$ cat src/pcmr_pkg.sv
// Shared constants and types for the receive data output stage.
package pcmr_pkg;
    // Channel count and output buffering.
    localparam int NCH = 8;
    localparam int FIFO_DEPTH = 32;
    // Clock period and master clock idle timeout.
    localparam int CLK_PERIOD_PS = 5000;
    localparam int MCLK_IDLE_NS = 1000;
    localparam int MCLK_IDLE_CYC = (MCLK_IDLE_NS * 1000) / CLK_PERIOD_PS;
    localparam int IDLE_W = 16;
    // Bit positions inside the synchroniser vector.
    localparam int SY_MCLK = 0;
    localparam int SY_SEL = 1;
    localparam int SY_HOST = 2;
    localparam int SY_LINE = 3;
    // Register port layout.
    localparam int ADDR_W = 4;
    localparam int DATA_W = 8;
    localparam logic [ADDR_W-1:0] ADDR_CTRL = 4'h0;
    localparam logic [ADDR_W-1:0] ADDR_STAT = 4'h1;
    localparam logic [ADDR_W-1:0] ADDR_LOS = 4'h2;
    localparam int CTRL_AIS_BIT = 0;
    localparam int STAT_OVF_BIT = 0;
    localparam int STAT_MODE_LSB = 1;
    localparam int STAT_HOST_BIT = 3;
    localparam logic [DATA_W-1:0] CTRL_RESET = 8'h00;
    localparam logic [DATA_W-1:0] RDATA_IDLE = 8'h00;
    // Output modes, Gray coded along tristate, clock recovery, data recovery.
    typedef enum logic [1:0] {
        PCMR_MODE_TRI = 2'h0,
        PCMR_MODE_CLKREC = 2'h1,
        PCMR_MODE_DATAREC = 2'h3
    } pcmr_mode_t;
endpackage : pcmr_pkg

$ cat src/pcmr_fifo_if.sv
// Carrier between the capture stage and the output FIFO.
`timescale 1ns/1ps
interface pcmr_fifo_if #(parameter int W = 16);
    logic in_valid;
    logic in_ready;
    logic [W-1:0] in_data;
    logic out_valid;
    logic out_ready;
    logic [W-1:0] out_data;
    modport user (output in_valid, output in_data, output out_ready,
                  input in_ready, input out_valid, input out_data);
    modport store (input in_valid, input in_data, input out_ready,
                   output in_ready, output out_valid, output out_data);
endinterface : pcmr_fifo_if

$ cat src/pcmr_fifo.sv
// Synchronous FIFO holding captured bit words between capture and output.
`timescale 1ns/1ps
module pcmr_fifo #(
    parameter int W = 16,
    parameter int DEPTH = 32
) (
    input wire logic clk,
    input wire logic resetn,
    input wire logic ce,
    pcmr_fifo_if.store f
);
    localparam int AW = $clog2(DEPTH);

    logic [W-1:0] mem [DEPTH];
    logic [AW:0] wptr_r;
    logic [AW:0] rptr_r;
    logic full;
    logic empty;
    logic push;
    logic pop;

    // Extra pointer bit tells full from empty when the indices meet.
    assign empty = (wptr_r == rptr_r);
    assign full = (wptr_r[AW] != rptr_r[AW]) && (wptr_r[AW-1:0] == rptr_r[AW-1:0]);
    assign f.in_ready = ~full;
    assign f.out_valid = ~empty;
    assign f.out_data = mem[rptr_r[AW-1:0]];
    assign push = ce && f.in_valid && ~full;
    assign pop = ce && f.out_ready && ~empty;

    // Storage array; no reset needed since reads are gated by empty.
    always_ff @(posedge clk) begin
        if (push) begin
            mem[wptr_r[AW-1:0]] <= f.in_data;
        end
    end

    // Pointer advance on accepted transfers.
    always_ff @(posedge clk or negedge resetn) begin
        if (!resetn) begin
            wptr_r <= '0;
            rptr_r <= '0;
        end else begin
            if (push) begin
                wptr_r <= wptr_r + 1'b1;
            end
            if (pop) begin
                rptr_r <= rptr_r + 1'b1;
            end
        end
    end
endmodule : pcmr_fifo

$ cat src/pcmr_rx_out.sv
// Receive data output stage: pin sync, mode detect, capture, FIFO and output drive.
`timescale 1ns/1ps
// Functional notes
// Eight channels, each with positive and negative outputs.
// Host mode: alarm pattern replaces data during LOS.
// Hardware mode: data keeps flowing during LOS.
// Running master clock gives NRZ clock-recovery outputs.
// Negative line pulse drives negative output high.
// Positive line pulse drives positive output high.
// Outputs valid on the selected receive clock edge.
// Master clock held high gives RZ outputs.
// Master clock held low tristates data outputs.
// Data recovery: receive clock is XOR of outputs.
// During LOS receive clock carries master clock.
// Positive and negative never high in one bit.
module pcmr_rx_out #(
    parameter int NUM_CH = pcmr_pkg::NCH,
    parameter int FIFO_DEPTH = pcmr_pkg::FIFO_DEPTH,
    parameter int MCLK_IDLE = pcmr_pkg::MCLK_IDLE_CYC
) (
    input wire logic clk,
    input wire logic resetn,
    input wire logic ce,
    input wire logic mclk,
    input wire logic clock_edge_select,
    input wire logic host_mode,
    input wire logic [NUM_CH-1:0] line_in_tip,
    input wire logic [NUM_CH-1:0] line_in_ring,
    input wire logic [NUM_CH-1:0] los_in,
    input wire logic [pcmr_pkg::ADDR_W-1:0] reg_addr,
    input wire logic [pcmr_pkg::DATA_W-1:0] reg_wdata,
    input wire logic reg_wr,
    input wire logic reg_rd,
    output logic [pcmr_pkg::DATA_W-1:0] reg_rdata,
    output logic [NUM_CH-1:0] rx_positive_out,
    output logic [NUM_CH-1:0] rx_negative_out,
    output logic rx_data_oe_n,
    output logic [NUM_CH-1:0] rx_clk_out,
    output logic rx_clk_oe_n
);
    import pcmr_pkg::*;

    localparam int SW = SY_LINE + 3 * NUM_CH;
    localparam int SY_RING = SY_LINE + NUM_CH;
    localparam int SY_LOS = SY_LINE + 2 * NUM_CH;
    localparam logic [IDLE_W-1:0] IDLE_LIM = IDLE_W'(MCLK_IDLE);

    // A mark counts on one rail only when the other rail is quiet.
    function automatic logic [NUM_CH-1:0] sole_mark(input logic [NUM_CH-1:0] a,
                                                  input logic [NUM_CH-1:0] b);
        sole_mark = a & ~b;
    endfunction : sole_mark

    logic [SW-1:0] raw;
    logic [SW-1:0] s1_r;
    logic [SW-1:0] s2_r;
    logic [SW-1:0] s3_r;
    logic [SW-1:0] filt_r;
    logic mclk_f;
    logic sel_f;
    logic host_f;
    logic [NUM_CH-1:0] tip_f;
    logic [NUM_CH-1:0] ring_f;
    logic [NUM_CH-1:0] los_f;
    logic mclk_d_r;
    logic mclk_rise;
    logic mclk_fall;
    logic [IDLE_W-1:0] idle_cnt_r;
    pcmr_mode_t mode_r;
    pcmr_mode_t mode_nxt;
    pcmr_mode_t out_mode_r;
    logic [NUM_CH-1:0] tip_d_r;
    logic [NUM_CH-1:0] ring_d_r;
    logic [NUM_CH-1:0] tip_rise;
    logic [NUM_CH-1:0] ring_rise;
    logic [NUM_CH-1:0] pend_pos_r;
    logic [NUM_CH-1:0] pend_neg_r;
    logic [NUM_CH-1:0] clean_pos;
    logic [NUM_CH-1:0] clean_neg;
    logic [NUM_CH-1:0] ais_sel;
    logic [NUM_CH-1:0] cap_pos;
    logic [NUM_CH-1:0] cap_neg;
    logic boundary;
    logic ais_phase_r;
    logic [2*NUM_CH-1:0] word_r;
    logic word_valid_r;
    logic ovf_r;
    logic upd;
    logic pop;
    logic [NUM_CH-1:0] nrz_pos_r;
    logic [NUM_CH-1:0] nrz_neg_r;
    logic [NUM_CH-1:0] rz_pos;
    logic [NUM_CH-1:0] rz_neg;
    logic [DATA_W-1:0] ctrl_r;
    logic ais_en;
    logic [NUM_CH-1:0] los_q_r;
    logic mclk_q_r;

    pcmr_fifo_if #(.W(2 * NUM_CH)) fif ();

    // Every pin-side input passes three flops before anyone looks at it.
    assign raw = {los_in, line_in_ring, line_in_tip, host_mode, clock_edge_select, mclk};

    always_ff @(posedge clk or negedge resetn) begin
        if (!resetn) begin
            s1_r <= '0;
            s2_r <= '0;
            s3_r <= '0;
        end else if (ce) begin
            s1_r <= raw;
            s2_r <= s1_r;
            s3_r <= s2_r;
        end
    end

    // A level change is accepted only once stages two and three agree.
    always_ff @(posedge clk or negedge resetn) begin
        if (!resetn) begin
            filt_r <= '0;
        end else if (ce) begin
            filt_r <= (~(s2_r ^ s3_r) & s3_r) | ((s2_r ^ s3_r) & filt_r);
        end
    end

    assign mclk_f = filt_r[SY_MCLK];
    assign sel_f = filt_r[SY_SEL];
    assign host_f = filt_r[SY_HOST];
    assign tip_f = filt_r[SY_LINE +: NUM_CH];
    assign ring_f = filt_r[SY_RING +: NUM_CH];
    assign los_f = filt_r[SY_LOS +: NUM_CH];

    // Master clock edge detection on the filtered level.
    always_ff @(posedge clk or negedge resetn) begin
        if (!resetn) begin
            mclk_d_r <= 1'b0;
        end else if (ce) begin
            mclk_d_r <= mclk_f;
        end
    end

    assign mclk_rise = mclk_f & ~mclk_d_r;
    assign mclk_fall = ~mclk_f & mclk_d_r;

    // Idle timer: a master clock with no edge for the timeout counts as held.
    always_ff @(posedge clk or negedge resetn) begin
        if (!resetn) begin
            idle_cnt_r <= IDLE_LIM;
        end else if (ce) begin
            if (mclk_rise || mclk_fall) begin
                idle_cnt_r <= '0;
            end else if (idle_cnt_r < IDLE_LIM) begin
                idle_cnt_r <= idle_cnt_r + 1'b1;
            end
        end
    end

    // Mode follows the master clock: running, held high or held low.
    always_comb begin
        if (idle_cnt_r < IDLE_LIM) begin
            mode_nxt = PCMR_MODE_CLKREC;
        end else if (mclk_f) begin
            mode_nxt = PCMR_MODE_DATAREC;
        end else begin
            mode_nxt = PCMR_MODE_TRI;
        end
    end

    always_ff @(posedge clk or negedge resetn) begin
        if (!resetn) begin
            mode_r <= PCMR_MODE_TRI;
        end else if (ce) begin
            mode_r <= mode_nxt;
        end
    end

    // Line pulse detection; each rising pulse is one mark on its rail.
    always_ff @(posedge clk or negedge resetn) begin
        if (!resetn) begin
            tip_d_r <= '0;
            ring_d_r <= '0;
        end else if (ce) begin
            tip_d_r <= tip_f;
            ring_d_r <= ring_f;
        end
    end

    assign tip_rise = tip_f & ~tip_d_r;
    assign ring_rise = ring_f & ~ring_d_r;
    assign boundary = mclk_rise && (mode_r == PCMR_MODE_CLKREC);

    // Marks seen in a bit period are held until the boundary; a pulse at the boundary opens the next bit.
    always_ff @(posedge clk or negedge resetn) begin
        if (!resetn) begin
            pend_pos_r <= '0;
            pend_neg_r <= '0;
        end else if (ce) begin
            pend_pos_r <= boundary ? tip_rise : (pend_pos_r | tip_rise);
            pend_neg_r <= boundary ? ring_rise : (pend_neg_r | ring_rise);
        end
    end

    // A bit with marks on both rails is not a legal bipolar bit and reads as a space.
    assign clean_pos = sole_mark(pend_pos_r, pend_neg_r);
    assign clean_neg = sole_mark(pend_neg_r, pend_pos_r);

    // Alarm substitution only in host mode with the enable set; hardware mode passes data.
    assign ais_en = ctrl_r[CTRL_AIS_BIT];
    assign ais_sel = {NUM_CH{host_f & ais_en}} & los_f;
    assign cap_pos = (ais_sel & {NUM_CH{ais_phase_r}}) | (~ais_sel & clean_pos);
    assign cap_neg = (ais_sel & {NUM_CH{~ais_phase_r}}) | (~ais_sel & clean_neg);

    // Alarm pattern alternates mark polarity bit by bit, all ones on the line.
    always_ff @(posedge clk or negedge resetn) begin
        if (!resetn) begin
            ais_phase_r <= 1'b0;
        end else if (ce && boundary) begin
            ais_phase_r <= ~ais_phase_r;
        end
    end

    // Captured word waits here until the FIFO takes it.
    always_ff @(posedge clk or negedge resetn) begin
        if (!resetn) begin
            word_r <= '0;
            word_valid_r <= 1'b0;
        end else if (ce) begin
            if (boundary) begin
                word_r <= {cap_neg, cap_pos};
                word_valid_r <= 1'b1;
            end else if (fif.in_ready) begin
                word_valid_r <= 1'b0;
            end
        end
    end

    // Overrun flag: a new bit while the old one is still refused. Set beats a clear.
    always_ff @(posedge clk or negedge resetn) begin
        if (!resetn) begin
            ovf_r <= 1'b0;
        end else if (ce) begin
            if (boundary && word_valid_r && !fif.in_ready) begin
                ovf_r <= 1'b1;
            end else if (reg_wr && reg_addr == ADDR_STAT && reg_wdata[STAT_OVF_BIT]) begin
                ovf_r <= 1'b0;
            end
        end
    end

    assign fif.in_valid = word_valid_r;
    assign fif.in_data = word_r;

    // Output updates on the edge opposite the one the framer samples.
    assign upd = sel_f ? mclk_fall : mclk_rise;
    assign pop = upd && (mode_r == PCMR_MODE_CLKREC);
    assign fif.out_ready = pop;

    pcmr_fifo #(
        .W(2 * NUM_CH),
        .DEPTH(FIFO_DEPTH)
    ) u_fifo (
        .clk(clk),
        .resetn(resetn),
        .ce(ce),
        .f(fif)
    );

    // NRZ hold registers; an empty FIFO at an update gives a space.
    always_ff @(posedge clk or negedge resetn) begin
        if (!resetn) begin
            nrz_pos_r <= '0;
            nrz_neg_r <= '0;
        end else if (ce && pop) begin
            nrz_pos_r <= fif.out_valid ? fif.out_data[NUM_CH-1:0] : '0;
            nrz_neg_r <= fif.out_valid ? fif.out_data[2*NUM_CH-1:NUM_CH] : '0;
        end
    end

    // Data recovery passes pulses straight through as return-to-zero marks.
    assign rz_pos = sole_mark(tip_f, ring_f);
    assign rz_neg = sole_mark(ring_f, tip_f);

    // Output drive per mode; all outputs come from flops.
    always_ff @(posedge clk or negedge resetn) begin
        if (!resetn) begin
            rx_positive_out <= '0;
            rx_negative_out <= '0;
            rx_clk_out <= '0;
            rx_data_oe_n <= 1'b1;
            rx_clk_oe_n <= 1'b1;
            out_mode_r <= PCMR_MODE_TRI;
            los_q_r <= '0;
            mclk_q_r <= 1'b0;
        end else if (ce) begin
            out_mode_r <= mode_r;
            los_q_r <= los_f;
            mclk_q_r <= mclk_f;
            unique case (mode_r)
                PCMR_MODE_CLKREC: begin
                    rx_positive_out <= nrz_pos_r;
                    rx_negative_out <= nrz_neg_r;
                    rx_clk_out <= {NUM_CH{mclk_f}};
                    rx_data_oe_n <= 1'b0;
                    rx_clk_oe_n <= 1'b0;
                end
                PCMR_MODE_DATAREC: begin
                    rx_positive_out <= rz_pos;
                    rx_negative_out <= rz_neg;
                    rx_clk_out <= (los_f & {NUM_CH{mclk_f}}) | (~los_f & (rz_pos ^ rz_neg));
                    rx_data_oe_n <= 1'b0;
                    rx_clk_oe_n <= 1'b0;
                end
                default: begin
                    rx_positive_out <= '0;
                    rx_negative_out <= '0;
                    rx_clk_out <= '0;
                    rx_data_oe_n <= 1'b1;
                    rx_clk_oe_n <= 1'b1;
                end
            endcase
        end
    end

    // Control register: alarm insert enable.
    always_ff @(posedge clk or negedge resetn) begin
        if (!resetn) begin
            ctrl_r <= CTRL_RESET;
        end else if (ce && reg_wr && reg_addr == ADDR_CTRL) begin
            ctrl_r <= reg_wdata;
        end
    end

    // Read data stand for exactly the cycle after the strobe; unmapped reads zero.
    always_ff @(posedge clk or negedge resetn) begin
        if (!resetn) begin
            reg_rdata <= RDATA_IDLE;
        end else if (ce) begin
            reg_rdata <= RDATA_IDLE;
            if (reg_rd) begin
                unique case (reg_addr)
                    ADDR_CTRL: reg_rdata <= ctrl_r;
                    ADDR_STAT: begin
                        reg_rdata <= RDATA_IDLE;
                        reg_rdata[STAT_OVF_BIT] <= ovf_r;
                        reg_rdata[STAT_MODE_LSB +: 2] <= mode_r;
                        reg_rdata[STAT_HOST_BIT] <= host_f;
                    end
                    ADDR_LOS: reg_rdata <= DATA_W'(los_f);
                    default: reg_rdata <= RDATA_IDLE;
                endcase
            end
        end
    end
endmodule : pcmr_rx_out

$ cat config.mk
export PLATFORM = sky130hd
export DESIGN_NAME = pcmr_rx_out
export DESIGN_NICKNAME = d
export VERILOG_FILES = /design/src/pcmr_pkg.sv /design/src/pcmr_fifo_if.sv /design/src/pcmr_fifo.sv /design/src/pcmr_rx_out.sv
export SDC_FILE = /design/constraint.sdc
export NUM_CORES = 1
export LEC_CHECK = 0
export ABC_AREA = 0
export BUFFER_PORTS_ARGS = -buffer_cell sky130_fd_sc_hd__buf_2
export CORE_MARGIN = 5
export CORE_UTILIZATION = 50
export DETAILED_ROUTE_END_ITERATION = 6
export GPL_ROUTABILITY_DRIVEN = 0
export PLACE_DENSITY = 0.69
export SLEW_MARGIN = 10
export SYNTH_ARGS = -nofsm -noshare
export SYNTH_HDL_FRONTEND = slang
export SYNTH_SLANG_ARGS = --single-unit
$ cat constraint.sdc
create_clock -name clk -period 2.65 [get_ports clk]
set_input_delay 0.265 -clock clk [delete_from_list [all_inputs] [get_ports clk]]
set_output_delay 0.265 -clock clk [all_outputs]
set_load 0.01 [all_outputs]
==> summary.md <==
| Metric | Value |
|---|---|
| Commonest non-fill, non-tap cell in the layout | edfxtp_1 |
| Detailed Route WL | 70.4 mm |
| Post-layout util | 0.588 |
| Synth Area in Compound Gates | 0.0765 |
| Most frequent cells in the layout | edfxtp_1, dfrtp_1, o21ai_0 |
| Post-synthesis mux area share | 0.134 |
| Cell taking the most area after synthesis | edfxtp_1 |
| Non-filler instance count after layout | 2959 |
| Critical path class | flop to flop |
| Yosys synthesis warning count | 0 |
| CP max stage cell | dfrtp_4 |
| Met3 WL | 5.54 mm |
| Die height | 256 um |
| I/O pin total | 78 |
| Synthesized instance count | 1910 |
| Post-Synth Adder-Cell Area | 0.00991 |
| Vias in the first global route | 17500 |
| EDFF count, synth | 512 |
| RSZ-0062 raised after global routing | no |
| Clock root cell | clkbuf_16 |
| CP required | 2.95 ns |
| Max_cap viols | 0 |
| Core Rows | 90 |
| DIE AREA | 65600 um^2 |
| Setup crit start kind | flop |
| Register area share after synthesis | 0.712 |
| Initial core utilization | 0.503 |
| Largest family of logic cells by synthesized area | multiplexers |
| Largest net degree at the start of global routing | 158 |
| Final setup viols | 0 |
| Share of cells above drive strength 1 | 0.226 |
| Clock sink total | 759 |
| Post-Synth XOR/XNOR Area | 0.00520 |
| WHS | 0.0660 ns |
| Die X | 256 um |
| Hold_sp | reg_rd |
| Synth Cell Area | 30300 um^2 |
| Number of antenna diodes | 0 |
| Setup tns final | 0 ns |
| Initial antenna violation count | 1 |
| Buffers on Ports | 77 |
| Top delay family on crit path | simple AND/OR/NAND/NOR gates |
| Worst-margin pin slew | 0.883 ns |
| DR WL/cell | 23.8 um |
| CP Launch Point | u_fifo.rptr_r[1]$_DFFE_PN0P_ |
| WP buf/inv | 2 |
| Overall routing resource usage | 0.211 |
| CP Capture Type | flop |
| Placed cells | 2784 |
| Fin crit period | 2.53 ns |
| Crit Path Max Fanout | 16 |
| Top post-synthesis cells by area | edfxtp_1, dfrtp_1, mux4_2 |
| Synth async-reset ratio | 0.325 |
| Simple-Gate Fraction of Synth Area | 0.0365 |
| Max stage delay on crit path | 0.55 ns |
| Clock slew at reported path FFs | 0.06 ns |
| Data arrival time of the critical path | 2.83 ns |
| Outcome | completed |
| M1 WL | 29.3 mm |
| HPWL after DPL | 45.0 mm |
| Synth-to-Final Area Change | 16.9% |
| H-Tree Depth | 3 |
| Drt pass-1 iters | 7 |
| Cells along the critical path | xor2_1 -> nor3_1 -> a211oi_2 -> buf_4 -> nand2_1 -> nor2_1 -> buf_12 |
| Pwr per Cell Area | 1010 nW/um^2 |
| #FFs+latches synth | 759 |
| WL met2 | 33.7 mm |
| Static Leak | 13.3 nW |
| First-pass GRT wire length | 107 mm |
| CTS Buffer Depth | 3 |
| CTS tree | done |
| Post-route ant nets | 0 |
| Max-slew violations | 0 |
| Syn nets | 1978 |
| Total grt overflow | 0 |
| Detailed-route via count | 17400 |
| Layout Skew | 0.0215 ns |
| Fin crit share | 0.956 |
| CTS buffer count | 74 |
| First-iteration detailed-routing DRC count | 1496 |
| Final hold violation count | 0 |
| Main flop type after synthesis | edfxtp_1 |
| Peak Freq | 395 MHz |
| Netlist cell types | 49 |
| Worst slew margin relative to its limit | 0.412 |
| Worst min path class | input port to flop |
| Clock Latency Late Sink | 0.61 ns |
| Syn Area/Cell | 15.9 um^2 |
| Total power | 36.0 mW |
| Max VDD drop | 0.577 mV |
| DRC viols | 0 |
| Top Metal Used | met4 |
| Core area | 60200 um^2 |
| Post-synth top area share | 0.507 |
| Fin nets | 2183 |
| RR Startpoint | u_fifo.rptr_r[1]$_DFFE_PN0P_ |
| Vias per cell | 5.87 |
-- cell usage after synthesis (8+ instances only) --
library cell  count
nand2b_1          8
o21ai_0         151
edfxtp_1        512
nand4_1           8
xnor2_1          10
dfrtp_1         243
a31oi_1          19
a22oi_1          32
nand2_1         119
inv_1            76
buf_4            10
a21oi_1          73
ha_1             24
a211oi_1         19
mux2_2           78
xor2_1            8
nand3_1          16
a22o_1           10
a221oi_1         16
o2bb2ai_1        33
mux4_2           80
mux2i_1         137
clkbuf_1         65
buf_2            22
nor2_1           71
-- where the power goes --
group,switching (mW),internal (mW)
logic,5.31,3.85
registers,1.39,14.6
clock network,4.43,6.36
total,11.1,24.8
-- metrics by stage --
stage,area (um^2),setup WS [ns]
3_3_place_gp,32500,0.183
4_1_cts,35400,0.171
2_1_floorplan,30300,-0.0131
6_report,35400,0.117
3_5_place_dp,32500,0.209
5_1_grt,35400,0.0375
-- final cells by class --
cell class | instances | area (um^2)
Clock buffer | 91 | 2020
Clock inverter | 47 | 513
Fill cell | 4430 | 24800
Inverter | 76 | 285
Multi-Input combinational cell | 967 | 7940
Sequential cell | 759 | 21600
Tap cell | 782 | 978
Timing Repair Buffer | 237 | 2120
-- repair_timing --
| item | 4_1_cts | 5_1_grt |
|---|---|---|
| setup endpoints to repair | 0 | 3 |
| resized for setup | 0 | 1 |
| hold endpoints to repair | 112 | 0 |
| setup buffers | 0 | 0 |
| hold buffers | 37 | 0 |
-- path summary, 6_finish.rpt --
kind | cells after the start | to | slack [ns]
setup reg to reg | 7 | u_fifo.mem[24][4]$_DFFE_PP_ | 0.12
hold reg to reg | 1 | pend_pos_r[3]$_DFFE_PN0P_ | 0.45
max in group asynchronous | 3 | rx_clk_oe_n$_DFFE_PN1P_ | 1.61
min in group asynchronous | 2 | s1_r[21]$_DFFE_PN0P_ | 0.21
hold / removal | 3 | reg_rdata[1]$_DFFE_PN0P_ | 0.07
setup / recovery | 7 | u_fifo.mem[24][4]$_DFFE_PP_ | 0.12
-- flip-flops by register name, indices dropped and copies added (netlist names), 2 cells and up, named ones only --
register         flops
u_fifo.mem         512
s1_r                27
s2_r                27
s3_r                27
fif.in_data         16
idle_cnt_r          16
ctrl_r               8
nrz_neg_r            8
nrz_pos_r            8
pend_neg_r           8
pend_pos_r           8
reg_rdata            8
ring_d_r             8
rx_clk_out           8
rx_negative_out      8
rx_positive_out      8
tip_d_r              8
u_fifo.rptr_r        6
u_fifo.wptr_r        6
mode_r               2
-- cells by family (layout without fill, tap and decap cells) --
logic type,Yosys count,after routing
muxes,295,295
and+or+nand+nor,254,254
DFF,759,759
xor gates and xnor gates,18,18
adders and majority gates,24,24
buffers and inverters,184,451
AOI/OAI and AO/OA,376,376
-- metal layers --
metal  track usage  vias to the layer above
met5             0                        -
met4        0.0612                        0
li1              -                     7691
met3        0.0447                      100
met2         0.339                      675
met1         0.297                     8895
-- tightest hold or removal path: stages --
cell       delay [ns]
buf_2            0.10
nand3_1          0.15
o2bb2ai_1        0.10
No activity file was read; power rests on OpenSTA's default activity.
